===== src/logic/kbd_map.vh =====
// register indices, field positions and reset values of the keypad block
`ifndef KBD_MAP_VH
`define KBD_MAP_VH

// register indices; the byte address of each register is four times its index
`define KBD_IDX_CONTROL      8'h8C
`define KBD_IDX_LEVEL_SELECT 8'h8D
`define KBD_IDX_ENABLES      8'h8E
`define KBD_IDX_FLAGS        8'h8F

// width of the Avalon word address
`define KBD_ADDR_W           8

// number of keypad inputs
`define KBD_INPUTS           8

// control register fields
`define KBD_CTRL_GLOBAL_EN   0

// reset values
`define KBD_RST_CONTROL      8'h00
`define KBD_RST_LEVEL_SELECT 8'h00
`define KBD_RST_ENABLES      8'h00
`define KBD_RST_FLAGS        8'h00
`define KBD_RST_READDATA     32'h00000000
`define KBD_RST_SYNC         8'hFF

// clock cycles after reset during which pin levels are not trusted
`define KBD_PRIME_CYCLES     2'h2

`endif


===== src/logic/kbd_sync.v =====
// two-stage synchroniser for the eight keypad pins, with a warm-up gate
`timescale 1ns/1ns
`default_nettype none
`include "kbd_map.vh"

module kbd_sync (
	input  wire       clk,
	input  wire       reset_n,
	input  wire [7:0] pins,
	output wire [7:0] pins_sync,
	output reg        sync_valid
);

	localparam [7:0] sync_rst = `KBD_RST_SYNC;

	reg [7:0] stage1;
	reg [7:0] stage2;
	reg [1:0] prime_count;

	////////////////////////////////////////////////////////////////////////
	genvar i;
	generate
		for (i = 0; i < `KBD_INPUTS; i = i + 1) begin : g_bit
			// stage1 is read by stage2 only
			always @(posedge clk or negedge reset_n) begin
				if (!reset_n) begin
					stage1[i] <= sync_rst[i];
					stage2[i] <= sync_rst[i];
				end else begin
					stage1[i] <= pins[i];
					stage2[i] <= stage1[i];
				end
			end
		end
	endgenerate

	assign pins_sync = stage2;

	////////////////////////////////////////////////////////////////////////
	// the reset value of the stages is not a real pin level, so hold off
	// detection until real samples have reached stage2
	always @(posedge clk or negedge reset_n) begin
		if (!reset_n) begin
			prime_count <= 2'h0;
			sync_valid  <= 1'b0;
		end else if (prime_count != `KBD_PRIME_CYCLES) begin
			prime_count <= prime_count + 2'h1;
			sync_valid  <= 1'b0;
		end else begin
			sync_valid  <= 1'b1;
		end
	end

endmodule
`default_nettype wire


===== src/logic/kbd_avs.v =====
// Avalon-MM slave handshake: one wait cycle, then a one-cycle access strobe
`timescale 1ns/1ns
`default_nettype none

module kbd_avs (
	input  wire clk,
	input  wire reset_n,
	input  wire read,
	input  wire write,
	output reg  waitrequest,
	output wire take_read,
	output wire take_write,
	output wire rd_capture
);

	// waitrequest stands high until a request has been seen for one cycle,
	// drops for exactly one cycle, then rises again
	always @(posedge clk or negedge reset_n) begin
		if (!reset_n) begin
			waitrequest <= 1'b1;
		end else if ((read || write) && waitrequest) begin
			waitrequest <= 1'b0;
		end else begin
			waitrequest <= 1'b1;
		end
	end

	// read data are loaded in the first request cycle so they stand stable
	// for the whole cycle in which waitrequest is low
	assign rd_capture = read && waitrequest;
	assign take_read  = read && !waitrequest;
	assign take_write = write && !waitrequest;

endmodule
`default_nettype wire


===== src/logic/kbd_top.v =====
// keypad level-detect block: eight pins, event flags, shared request, wake
`timescale 1ns/1ns
`default_nettype none
`include "kbd_map.vh"

module kbd_top (
	input  wire        SYS_CLK,
	input  wire        RESET_N,
	input  wire [7:0]  KEY_INPUT_PIN,
	input  wire [7:0]  AVS_ADDRESS,
	input  wire        AVS_READ,
	input  wire        AVS_WRITE,
	input  wire [31:0] AVS_WRITEDATA,
	input  wire [3:0]  AVS_BYTEENABLE,
	output wire        AVS_WAITREQUEST,
	output reg  [31:0] AVS_READDATA,
	output reg         KEY_IRQ,
	output reg         KEY_WAKE_REQ,
	output reg  [7:0]  KEY_PIN_IS_KEYPAD
);

	////////////////////////////////////////////////////////////////////////
	// declarations

	reg  [7:0]  control;
	reg  [7:0]  key_level_select_reg;
	reg  [7:0]  key_interrupt_enables;
	reg  [7:0]  key_event_flags;

	reg  [7:0]  next_key_event_flags;
	reg  [31:0] next_readdata;
	wire [7:0]  level_hit;

	wire [7:0]  pins_sync;
	wire        sync_valid;
	wire        take_write;
	wire        rd_capture;
	wire        lane0_write;
	wire        global_enable;
	wire [7:0]  masked_flags;

	////////////////////////////////////////////////////////////////////////
	// pin synchroniser

	kbd_sync u_sync (
		.clk        (SYS_CLK),
		.reset_n    (RESET_N),
		.pins       (KEY_INPUT_PIN),
		.pins_sync  (pins_sync),
		.sync_valid (sync_valid)
	);

	////////////////////////////////////////////////////////////////////////
	// bus handshake

	kbd_avs u_avs (
		.clk         (SYS_CLK),
		.reset_n     (RESET_N),
		.read        (AVS_READ),
		.write       (AVS_WRITE),
		.waitrequest (AVS_WAITREQUEST),
		.take_read   (),
		.take_write  (take_write),
		.rd_capture  (rd_capture)
	);

	// every register is eight bits wide and lives in byte lane 0; writes
	// that do not enable lane 0 change nothing
	assign lane0_write = take_write && AVS_BYTEENABLE[0];

	////////////////////////////////////////////////////////////////////////
	// software-written registers

	always @(posedge SYS_CLK or negedge RESET_N) begin
		if (!RESET_N) begin
			control <= `KBD_RST_CONTROL;
		end else if (lane0_write && AVS_ADDRESS == `KBD_IDX_CONTROL) begin
			control <= {7'h00, AVS_WRITEDATA[`KBD_CTRL_GLOBAL_EN]};
		end
	end

	always @(posedge SYS_CLK or negedge RESET_N) begin
		if (!RESET_N) begin
			key_level_select_reg <= `KBD_RST_LEVEL_SELECT;
		end else if (lane0_write && AVS_ADDRESS == `KBD_IDX_LEVEL_SELECT) begin
			key_level_select_reg <= AVS_WRITEDATA[7:0];
		end
	end

	always @(posedge SYS_CLK or negedge RESET_N) begin
		if (!RESET_N) begin
			key_interrupt_enables <= `KBD_RST_ENABLES;
		end else if (lane0_write && AVS_ADDRESS == `KBD_IDX_ENABLES) begin
			key_interrupt_enables <= AVS_WRITEDATA[7:0];
		end
	end

	assign global_enable = control[`KBD_CTRL_GLOBAL_EN];

	////////////////////////////////////////////////////////////////////////
	// level detection, one comparator per input

	genvar i;
	generate
		for (i = 0; i < `KBD_INPUTS; i = i + 1) begin : g_level
			// select 0 matches a low pin, select 1 a high pin
			assign level_hit[i] = sync_valid &&
				(pins_sync[i] == key_level_select_reg[i]);
		end
	endgenerate

	////////////////////////////////////////////////////////////////////////
	// event flags

	// flags set whatever the enables hold; enables mask only the request and the wake.
	// a level present in the clearing cycle sets its flag again, so a key
	// still held reasserts at once
	always @* begin
		next_key_event_flags = key_event_flags;
		if (lane0_write && AVS_ADDRESS == `KBD_IDX_FLAGS) begin
			next_key_event_flags = 8'h00;
		end
		next_key_event_flags = next_key_event_flags | level_hit;
	end

	always @(posedge SYS_CLK or negedge RESET_N) begin
		if (!RESET_N) begin
			key_event_flags <= `KBD_RST_FLAGS;
		end else begin
			key_event_flags <= next_key_event_flags;
		end
	end

	////////////////////////////////////////////////////////////////////////
	// shared request, wake request and pin function

	assign masked_flags = key_event_flags & key_interrupt_enables;

	always @(posedge SYS_CLK or negedge RESET_N) begin
		if (!RESET_N) begin
			KEY_IRQ <= 1'b0;
		end else begin
			KEY_IRQ <= global_enable && (|masked_flags);
		end
	end

	// wake follows the live level so it does not wait for the flag stage;
	// it is not gated by the global enable so a masked core still wakes
	always @(posedge SYS_CLK or negedge RESET_N) begin
		if (!RESET_N) begin
			KEY_WAKE_REQ <= 1'b0;
		end else begin
			KEY_WAKE_REQ <= |(level_hit & key_interrupt_enables);
		end
	end

	// low bit: the pad belongs to general-purpose I/O
	always @(posedge SYS_CLK or negedge RESET_N) begin
		if (!RESET_N) begin
			KEY_PIN_IS_KEYPAD <= `KBD_RST_ENABLES;
		end else begin
			KEY_PIN_IS_KEYPAD <= key_interrupt_enables;
		end
	end

	////////////////////////////////////////////////////////////////////////
	// read data

	always @* begin
		case (AVS_ADDRESS)
			`KBD_IDX_CONTROL: begin
				next_readdata = {24'h000000, control};
			end
			`KBD_IDX_LEVEL_SELECT: begin
				next_readdata = {24'h000000, key_level_select_reg};
			end
			`KBD_IDX_ENABLES: begin
				next_readdata = {24'h000000, key_interrupt_enables};
			end
			`KBD_IDX_FLAGS: begin
				next_readdata = {24'h000000, key_event_flags};
			end
			default: begin
				next_readdata = 32'h00000000;
			end
		endcase
	end

	// loaded in the first request cycle; held through the accepting edge
	always @(posedge SYS_CLK or negedge RESET_N) begin
		if (!RESET_N) begin
			AVS_READDATA <= `KBD_RST_READDATA;
		end else if (rd_capture) begin
			AVS_READDATA <= next_readdata;
		end
	end

endmodule
`default_nettype wire


===== config.mk =====
export PLATFORM = sky130hd
export DESIGN_NAME = kbd_top
export DESIGN_NICKNAME = d
export VERILOG_FILES = /design/src/logic/kbd_sync.v /design/src/logic/kbd_avs.v /design/src/logic/kbd_top.v
export VERILOG_INCLUDE_DIRS = /design/src /design/src/logic
export SDC_FILE = /design/constraint.sdc
export NUM_CORES = 1
export LEC_CHECK = 0
export BUFFER_PORTS_ARGS = -buffer_cell sky130_fd_sc_hd__buf_2
export CAP_MARGIN = 0
export CORE_AREA = 3 3 110 112
export DETAILED_ROUTE_END_ITERATION = 7
export DIE_AREA = 0 0 113 115
export HOLD_SLACK_MARGIN = 0.15
export SLEW_MARGIN = 40
export SYNTH_ARGS = -nofsm -noshare
export SYNTH_HDL_FRONTEND = slang
export SYNTH_SLANG_ARGS = --single-unit

===== constraint.sdc =====
create_clock -name SYS_CLK -period 1.8 [get_ports SYS_CLK]
set_clock_uncertainty 0.2 [all_clocks]
set_input_delay 0.36 -clock SYS_CLK [delete_from_list [all_inputs] [get_ports SYS_CLK]]
set_output_delay 0.36 -clock SYS_CLK [all_outputs]
set_load 0.02 [all_outputs]

==> impl_metrics.py, run 1 <==
metrics = {
    "outcome": {
        "status": "completed",
    },
    "floorplan": {
        "initial_core_util_pct": 23.4,
        "rows": 39,
        "coreArea_sq_um": 11300,
        "chipWidth_um": 113,
        "dieArea_sq_um": 13000,
        "die_h_um": 115,
        "pin_count": 99,
    },
    "logic_synthesis": {
        "yosys_warnings": 0,
        "synth-async-reset-ratio_pct": 100,
        "ys_seq_area_share_pct": 60.3,
        "syn_area_sq_um": 2650,
        "yosysTopAreaCellShare_pct": 43.4,
        "synth_xor_area_share_pct": 2.97,
        "synth_mux_area_share_pct": 11.0,
        "synth_top_area_cell": "dfrtp_1",
        "synth_ff_type": "dfrtp_1",
        "synth.distinct_cells": 30,
        "yosys.area_share.simple_pct": 7.98,
        "synth_top_family_by_area": "multiplexers",
        "yosys-top-cells-count": "46 x dfrtp_1, 24 x buf_4, 24 x mux2_2, 17 x dfstp_2, 11 x a22oi_1",
        "avgSynthCellArea_sq_um": 13.9,
        "synth_compound_area_share_pct": 9.35,
        "synth_enable_flop_cells": 0,
        "synthTopCellsByArea": "dfrtp_1 43%, dfstp_2 17%, mux2_2 10%, buf_4 6.8%, a22oi_1 3.1%",
        "synth-seq-cells": 63,
        "synth_most_common_cell": "dfrtp_1",
        "netlist_instances": 191,
        "synth_adder_area_share_pct": 0.472,
    },
    "placement": {
        "pre_cts_ws_ns": -0.134,
        "dp_cells": 389,
        "port_buffers": 47,
        "place.gp.congestion": 0.778,
        "hpwl_mm": 4.12,
    },
    "flow_run": {
        "drv_cap": 0,
    },
    "pwr": {
        "power.density_nw_per_um2": 953,
        "ir_drop_mv": 0.555,
        "power_w": 0.00339,
        "p_leak_nw": 1.64,
    },
    "route": {
        "wl_per_cell_um": 13.2,
        "vias": 1710,
        "via_per_inst": 4.03,
        "first_pass_iters": 4,
        "postRouteAntennaNets": 0,
        "drc": 0,
        "drt_iter0_markers": 61,
        "wirelength_mm": 5.62,
    },
    "finish": {
        "n_antenna_cell": 0,
        "drive_above_1_share_pct": 43.4,
        "nNetsFinal": 333,
        "multi_input_area_sq_um": 941,
        "areaGrowthSynthToFinish_pct": 34.3,
        "fillers": 1141,
        "seq_area_sq_um": 1600,
        "fin_cells": 424,
        "utilization_pct": 31.4,
    },
    "setup_path": {
        "critical_path.max_fanout": 5,
        "critPathKind": "flip-flop to flip-flop",
        "cp-end-kind": "flip-flop",
        "arrival_ns": 1.77,
        "cp.required_ns": 1.81,
        "cp-start-kind": "flip-flop",
    },
    "cts": {
        "clock_tree.root_cell": "clkbuf_16",
        "clock_sinks": 63,
        "tritoncts": "yes",
        "htree_levels": 3,
        "cts_buffer_depth": 2,
        "cts_made_buffers": 9,
        "clock_latency_ns": 0.32,
        "clk_pin_slew_worst_paths_ns": 0.05,
    },
    "min_path": {
        "hp-class": "flip-flop to flip-flop",
    },
    "sta": {
        "period_minus_slack_ns": 1.77,
        "timing_hold_violations_final": 0,
        "fin_crit_sh_pct": 98.1,
        "fin_ws_ns": 0.0348,
        "fmax_mhz": 567,
        "finalMaxSlewViolations": 0,
        "fin_setup_tns_ns": 0,
        "rsz0062_at_grt": "yes",
        "setup_violations": 0,
    },
    "grt": {
        "grtUsageMet3_pct": 3.84,
        "grt_pass1_vias": 1789,
        "antenna_found_initial": 0,
        "grt_use_met2_pct": 13.4,
        "grt_max_degree": 64,
        "grt_util_met1_pct": 11.9,
        "grt_pass1_wl_mm": 9.16,
        "grt_overflow_total": 0,
        "grt-busiest-layer": "met2",
        "grt_usage_pct": 9.10,
    },
}
-- stage by stage --
step	cell area, sq um	hold WS (ns)
3_5_place_dp	3060	0.147
6_report	3560	0.154
3_3_place_gp	3060	0.147
5_1_grt	3560	0.156
2_1_floorplan	2740	-0.136
4_1_cts	3540	0.155
-- where the power goes --
group / total [W] / switching (W) / internal, W
Combinational: 0.000258 / 0.000148 / 0.000109
Clock: 0.00165 / 0.000585 / 0.00106
Sequential: 0.00148 / 0.0000179 / 0.00147
Total: 0.00339 / 0.000751 / 0.00264
-- final cells by class --
type                       instances  share of cell area [%]
sequential                        63                    44.9
multi-input combinational        121                    26.4
timing repair buffer              79                    15.3
clock inverter                     6                    1.72
clock buffer                      10                    6.43
tap                              143                    5.03
inverter                           2                   0.211
-- metal layers --
metal | wire, um | vias to the layer above
li1 | - | 808
met1 | 2670 | 831
met4 | 84 | 0
met2 | 2490 | 65
met3 | 377 | 6
met5 | 0 | -
-- final timing paths --
kind / from / end / slack, ns / depth (start not counted)
max in group asynchronous: RESET_N / u_sync.pins_sync[4] / 0.71 / 3
hold / removal: u_sync.stage1[7] / u_sync.pins_sync[7] / 0.15 / 0
hold reg to reg: u_sync.stage1[7] / u_sync.pins_sync[7] / 0.15 / 0
setup / recovery: u_avs.waitrequest / key_interrupt_enables[6] / 0.03 / 4
min in group asynchronous: RESET_N / key_interrupt_enables[3] / 0.37 / 3
setup reg to reg: u_avs.waitrequest / key_interrupt_enables[6] / 0.03 / 4
-- worst max-delay path, cell delays in order, from the launching register on --
cell and delay (ns):
dfstp_2 0.38, and4b_1 0.28, nor4b_4 0.26, buf_4 0.20
mux2_2 0.33
-- kinds of logic after synthesis --
kind of cell / after synthesis
AO/OA/AOI/OAI: 34
XOR/XNOR: 9
adder cells (fa/ha/maj): 1
buffers and inverters: 30
flip-flops: 63
multiplexers: 25
other: 1
AND/OR/NAND/NOR: 28
-- cells in the final DEF, fill, tap and decap left out, types with 2 or more instances in the layout --
cell            n
a22o_1          8
a22oi_1        11
a32oi_1         3
and2_1          5
buf_2          47
buf_4          10
buf_6           2
clkbuf_16       9
clkinv_2        3
conb_1         24
dfrtp_1        46
dfstp_2        17
dlygate4sd3_1  19
inv_1           2
mux2_2         22
mux2_4          2
nand2_1        10
nand4b_1        2
nor4b_4         2
o21ai_0         8
o21ai_1         2
xnor2_1         9
-- timing repair --
action | in CTS | in global routing
hold buffers | 19 | 0
resized for setup | 0 | 6
setup endpoints to repair | 0 | 13
endpoints found under the hold margin | 89 | 0
buffers inserted | 0 | 0
Note: power is estimated with default switching activity, not from simulation.
==> run 2, diff against run 1 <==
- CORE_AREA: 3 3 110 112 -> 2 2 109 111
- DIE_AREA: 0 0 113 115 -> 0 0 111 113
- PLACE_DENSITY_LB_ADDON: default -> 0.1
==> run 2 against run 1 <==
Critical path depth unchanged. Worst hold slack about the same. Combinational power about the same. Routed wire length up 8.9%. Sequential power about the same. Clock power up 24%. Critical path type unchanged.
==> impl_metrics.py, run 2 (synthesis gave the netlist of run 1 again) <==
metrics = {
    "route": {
        "first_pass_iters": 4,
        "routed-wl-met3_um": 339,
        "postRouteAntennaNets": 0,
        "routed.top_layer": "met4",
        "drc": 0,
        "wl_per_cell_um": 14.4,
        "dr_wl_met2_mm": 2.82,
        "vias": 1730,
        "wl_met1_mm": 2.89,
        "wirelength_mm": 6.11,
        "via_per_inst": 4.09,
        "drt_iter0_markers": 53,
    },
    "cts": {
        "clock_tree.root_cell": "clkbuf_16",
        "clock_sinks": 63,
        "clock_latency_ns": 0.32,
        "clk_pin_slew_worst_paths_ns": 0.05,
        "cts_buffer_depth": 2,
        "cts_made_buffers": 9,
        "htree_levels": 3,
        "tritoncts": "yes",
    },
    "sta": {
        "rsz0062_at_grt": "yes",
        "timing_hold_violations_final": 0,
        "period_minus_slack_ns": 1.74,
        "fmax_mhz": 574,
        "setup_violations": 0,
        "fin_ws_ns": 0.0577,
        "fin_crit_sh_pct": 96.8,
        "finalMaxSlewViolations": 0,
    },
    "flow_run": {
        "drv_cap": 0,
    },
    "grt": {
        "antenna_found_initial": 0,
        "grt_pass1_wl_mm": 9.80,
        "grt_usage_pct": 10.3,
        "grt_pass1_vias": 1783,
        "grt_overflow_total": 0,
        "grt_max_degree": 64,
    },
    "setup_path": {
        "crit_chain": "and4bb_2 > nand4_2 > buf_6 > mux2_2",
        "cp_top_family": "flip-flops",
        "critical_path.max_fanout": 5,
        "slowest_delay_ns": 0.55,
        "cp.required_ns": 1.80,
        "critPathKind": "flip-flop to flip-flop",
        "rrSetupSlack_ns": 0.06,
        "cp-start-kind": "flip-flop",
        "cp_num_buf_inv": 1,
        "cp-end-kind": "flip-flop",
        "arrival_ns": 1.75,
        "crit_slowest_cell": "dfstp_2",
    },
    "min_path": {
        "hp-class": "flip-flop to flip-flop",
    },
    "finish": {
        "fillers": 1151,
        "seq_area_sq_um": 1600,
        "nNetsFinal": 332,
        "layout_common_cells": "47 x buf_2, 46 x dfrtp_1, 24 x conb_1",
        "drive_above_1_share_pct": 43.6,
        "n_antenna_cell": 0,
        "multi_input_area_sq_um": 945,
        "areaGrowthSynthToFinish_pct": 37.0,
        "final_common_cell": "buf_2",
    },
    "floorplan": {
        "pin_count": 99,
        "chipWidth_um": 111,
        "initial_core_util_pct": 23.5,
        "die_h_um": 113,
        "dieArea_sq_um": 12500,
        "rows": 39,
        "coreArea_sq_um": 11300,
    },
    "pwr": {
        "clockPowerShare_pct": 53.9,
        "p_leak_nw": 1.67,
        "power.density_nw_per_um2": 1040,
        "power_w": 0.00378,
        "p_int_w": 0.00300,
        "switching_share_pct": 20.5,
        "p_comb_share_pct": 6.8,
        "power_switching_w": 0.000776,
        "seqPwrFrac_pct": 39.3,
        "ir_drop_mv": 0.320,
    },
    "outcome": {
        "status": "completed",
    },
    "placement": {
        "pre_cts_ws_ns": -0.108,
        "port_buffers": 47,
        "place.gp.congestion": 0.694,
        "hpwl_mm": 4.17,
    },
}
[run 2: per-layer routing]
layer  GRT usage, %  vias to the layer above
li1               -                      814
met1           13.8                      856
met2           15.4                       54
met3           3.54                        6
met4           4.00                        0
met5              0                        -
[run 2: what timing repair did]
action / 4_1_cts / 5_1_grt
gates resized for setup: 0 / 5
hold buffers: 19 / 0
setup endpoints to repair: 0 / 14
hold endpoints to repair: 76 / 0
buffers inserted: 0 / 1
[run 2: path summary, 6_finish.rpt]
kind | from | endpoint | depth (start not counted)
max in group asynchronous | RESET_N | u_avs.waitrequest | 3
max reg2reg | u_avs.waitrequest | key_level_select_reg[0] | 4
min reg2reg | u_sync.stage1[7] | u_sync.pins_sync[7] | 0
min | u_sync.stage1[7] | u_sync.pins_sync[7] | 0
min in group asynchronous | RESET_N | KEY_PIN_IS_KEYPAD[5] | 3
max | u_avs.waitrequest | key_level_select_reg[0] | 4
[run 2: cell type report]
class	count	share of cell area, %
multi-input combinational	121	26.0
timing repair buffer	78	15.0
tap	143	4.93
sequential	63	44.0
inverter	2	0.207
clock inverter	5	2.86
clock buffer	11	6.96
[run 2: power by group through the flow]
stage                     Combinational, W  Sequential, W  Clock [W]
after floorplan                   0.000150        0.00151          0
after global placement            0.000227        0.00151          0
after detailed placement          0.000226        0.00151          0
after CTS                         0.000260        0.00148    0.00210
after global routing              0.000283        0.00149    0.00215
final                             0.000257        0.00148    0.00204
[run 2: through the flow]
step / instances / utilization [%] / area, sq um / hold WS [ns] / TNS (ns)
after floorplan: 214 / - / 2740 / -0.136 / 0
after global placement: 387 / 27.2 / 3060 / 0.146 / -1.21
after detailed placement: 387 / 27.2 / 3060 / 0.147 / -1.27
after CTS: 422 / 32.0 / 3610 / 0.155 / 0
after global routing: 423 / 32.2 / 3630 / 0.157 / -0.0161
final: 423 / 32.2 / 3630 / 0.154 / 0
[run 2: worst register-to-register path, delay by kind of cell, from the launching register on]
kind / cells / cell delay, ns
flops: 1 / 0.55
simple gates: 2 / 0.40
mux: 1 / 0.33
buf+inv: 1 / 0.15
==> run 3, diff against run 2 <==
- RECOVER_POWER: default -> 25
- SLEW_MARGIN: 40 -> 20
==> run 3 against run 2 <==
Count of clock-buffer cells in the layout is the same. Combinational power decreased by 2%. Via count barely moved. Worst hold slack did not move. Cell area fell by 0.34%.
==> impl_metrics.py, run 3 (synthesis gave the netlist of run 1 again) <==
metrics = {
    "outcome": {
        "status": "completed",
    },
    "grt": {
        "grt_pass1_wl_mm": 9.80,
        "grt_max_degree": 64,
        "grt_usage_pct": 10.3,
        "grt_pass1_vias": 1783,
        "grt_overflow_total": 0,
        "antenna_found_initial": 0,
    },
    "cts": {
        "cts_buffer_depth": 2,
        "clock_sinks": 63,
        "cts_made_buffers": 9,
        "clock_latency_ns": 0.32,
        "clock_tree.root_cell": "clkbuf_16",
        "htree_levels": 3,
        "tritoncts": "yes",
        "clk_pin_slew_worst_paths_ns": 0.05,
    },
    "floorplan": {
        "coreArea_sq_um": 11300,
        "initial_core_util_pct": 23.5,
        "pin_count": 99,
        "rows": 39,
        "chipWidth_um": 111,
        "die_h_um": 113,
        "dieArea_sq_um": 12500,
    },
    "pwr": {
        "ir_drop_mv": 0.320,
        "power.density_nw_per_um2": 1040,
        "power_w": 0.00377,
        "p_leak_nw": 1.67,
    },
    "placement": {
        "dp_cells": 387,
        "hpwl_mm": 4.17,
        "port_buffers": 47,
        "pre_cts_ws_ns": -0.108,
        "place.gp.congestion": 0.694,
    },
    "sta": {
        "fin_setup_tns_ns": 0,
        "period_minus_slack_ns": 1.74,
        "rsz0062_at_grt": "yes",
        "timing_hold_violations_final": 0,
        "fmax_mhz": 574,
        "setup_violations": 0,
        "tightest_slew_ns": 0.886,
        "relSlewSlack_pct": 41.0,
        "fin_ws_ns": 0.0577,
        "whs_ns": 0.154,
        "finalMaxSlewViolations": 0,
        "fin_crit_sh_pct": 96.8,
    },
    "setup_path": {
        "cp.required_ns": 1.80,
        "crit_start": "u_avs.waitrequest",
        "arrival_ns": 1.75,
        "slowest_delay_ns": 0.55,
        "critPathKind": "flip-flop to flip-flop",
        "r2r_start": "u_avs.waitrequest",
        "critical_path.max_fanout": 5,
        "cp_top_family": "flip-flops",
        "cp-end-kind": "flip-flop",
        "cp_num_buf_inv": 1,
        "crit_chain": "and4bb_2 > nand4_2 > buf_6 > mux2_2",
        "cp-start-kind": "flip-flop",
        "crit_slowest_cell": "dfstp_2",
    },
    "finish": {
        "nNetsFinal": 332,
        "fin_cells": 423,
        "n_antenna_cell": 0,
        "areaGrowthSynthToFinish_pct": 36.5,
        "final_common_cell": "buf_2",
        "drive_above_1_share_pct": 43.6,
        "layout_common_cells": "47 x buf_2, 46 x dfrtp_1, 24 x conb_1",
    },
    "route": {
        "via_per_inst": 4.09,
        "drc": 0,
        "vias": 1731,
        "wirelength_mm": 6.12,
        "drt_iter0_markers": 53,
        "first_pass_iters": 4,
        "postRouteAntennaNets": 0,
        "wl_per_cell_um": 14.5,
    },
    "min_path": {
        "hp-class": "flip-flop to flip-flop",
        "min_from": "u_sync.stage1[7]",
    },
    "flow_run": {
        "drv_cap": 0,
    },
}
run 3: metrics by stage:
stage / utilization (%) / instance area (sq um)
floorplan: - / 2740
global placement: 27.2 / 3060
detailed placement: 27.2 / 3060
CTS: 32.0 / 3610
global route: 32.1 / 3620
finish: 32.1 / 3620
run 3: metal layers:
metal	GRT usage, %	wire [um]	vias to the layer above	part of all wire [%]
li1	-	-	814	-
met2	15.4	2820	54	46
met3	3.54	339	6	5.5
met1	13.8	2890	857	47
met4	4.00	60	0	0.98
met5	0	0	-	0
run 3: cell type report:
type / instances / area (sq um)
fill: 1152 / 7650
sequential: 63 / 1600
multi-input combinational: 121 / 945
timing repair buffer: 78 / 532
clock buffer: 11 / 253
tap: 143 / 179
clock inverter: 5 / 104
inverter: 2 / 7.51
run 3: worst reg2reg max path, stage by stage, from the launching register on:
cell and delay, ns:
dfstp_2 0.55, and4bb_2 0.27, nand4_2 0.13, buf_6 0.15, mux2_2 0.33
run 3: worst paths after layout:
check,slack (ns),to,cells past startpoint
setup / recovery,0.06,key_level_select_reg[0],4
hold / removal,0.15,u_sync.pins_sync[7],0
setup reg to reg,0.06,key_level_select_reg[0],4
hold reg to reg,0.15,u_sync.pins_sync[7],0
max in group asynchronous,0.21,AVS_READDATA[0],3
min in group asynchronous,0.60,KEY_PIN_IS_KEYPAD[5],3
run 3: report_power, final:
part | internal, W | total [W] | leakage, nW | switching [W]
combinational | 0.000105 | 0.000253 | 0.724 | 0.000148
clock | 0.00143 | 0.00204 | 0.176 | 0.000609
sequential | 0.00147 | 0.00148 | 0.768 | 0.0000181
total | 0.00300 | 0.00377 | 1.67 | 0.000776
run 3: what timing repair did:
item	4_1_cts	5_1_grt
resized for setup	0	5
endpoints found under the setup margin	0	14
setup buffers	0	1
hold endpoints to repair	76	0
hold buffers	19	0
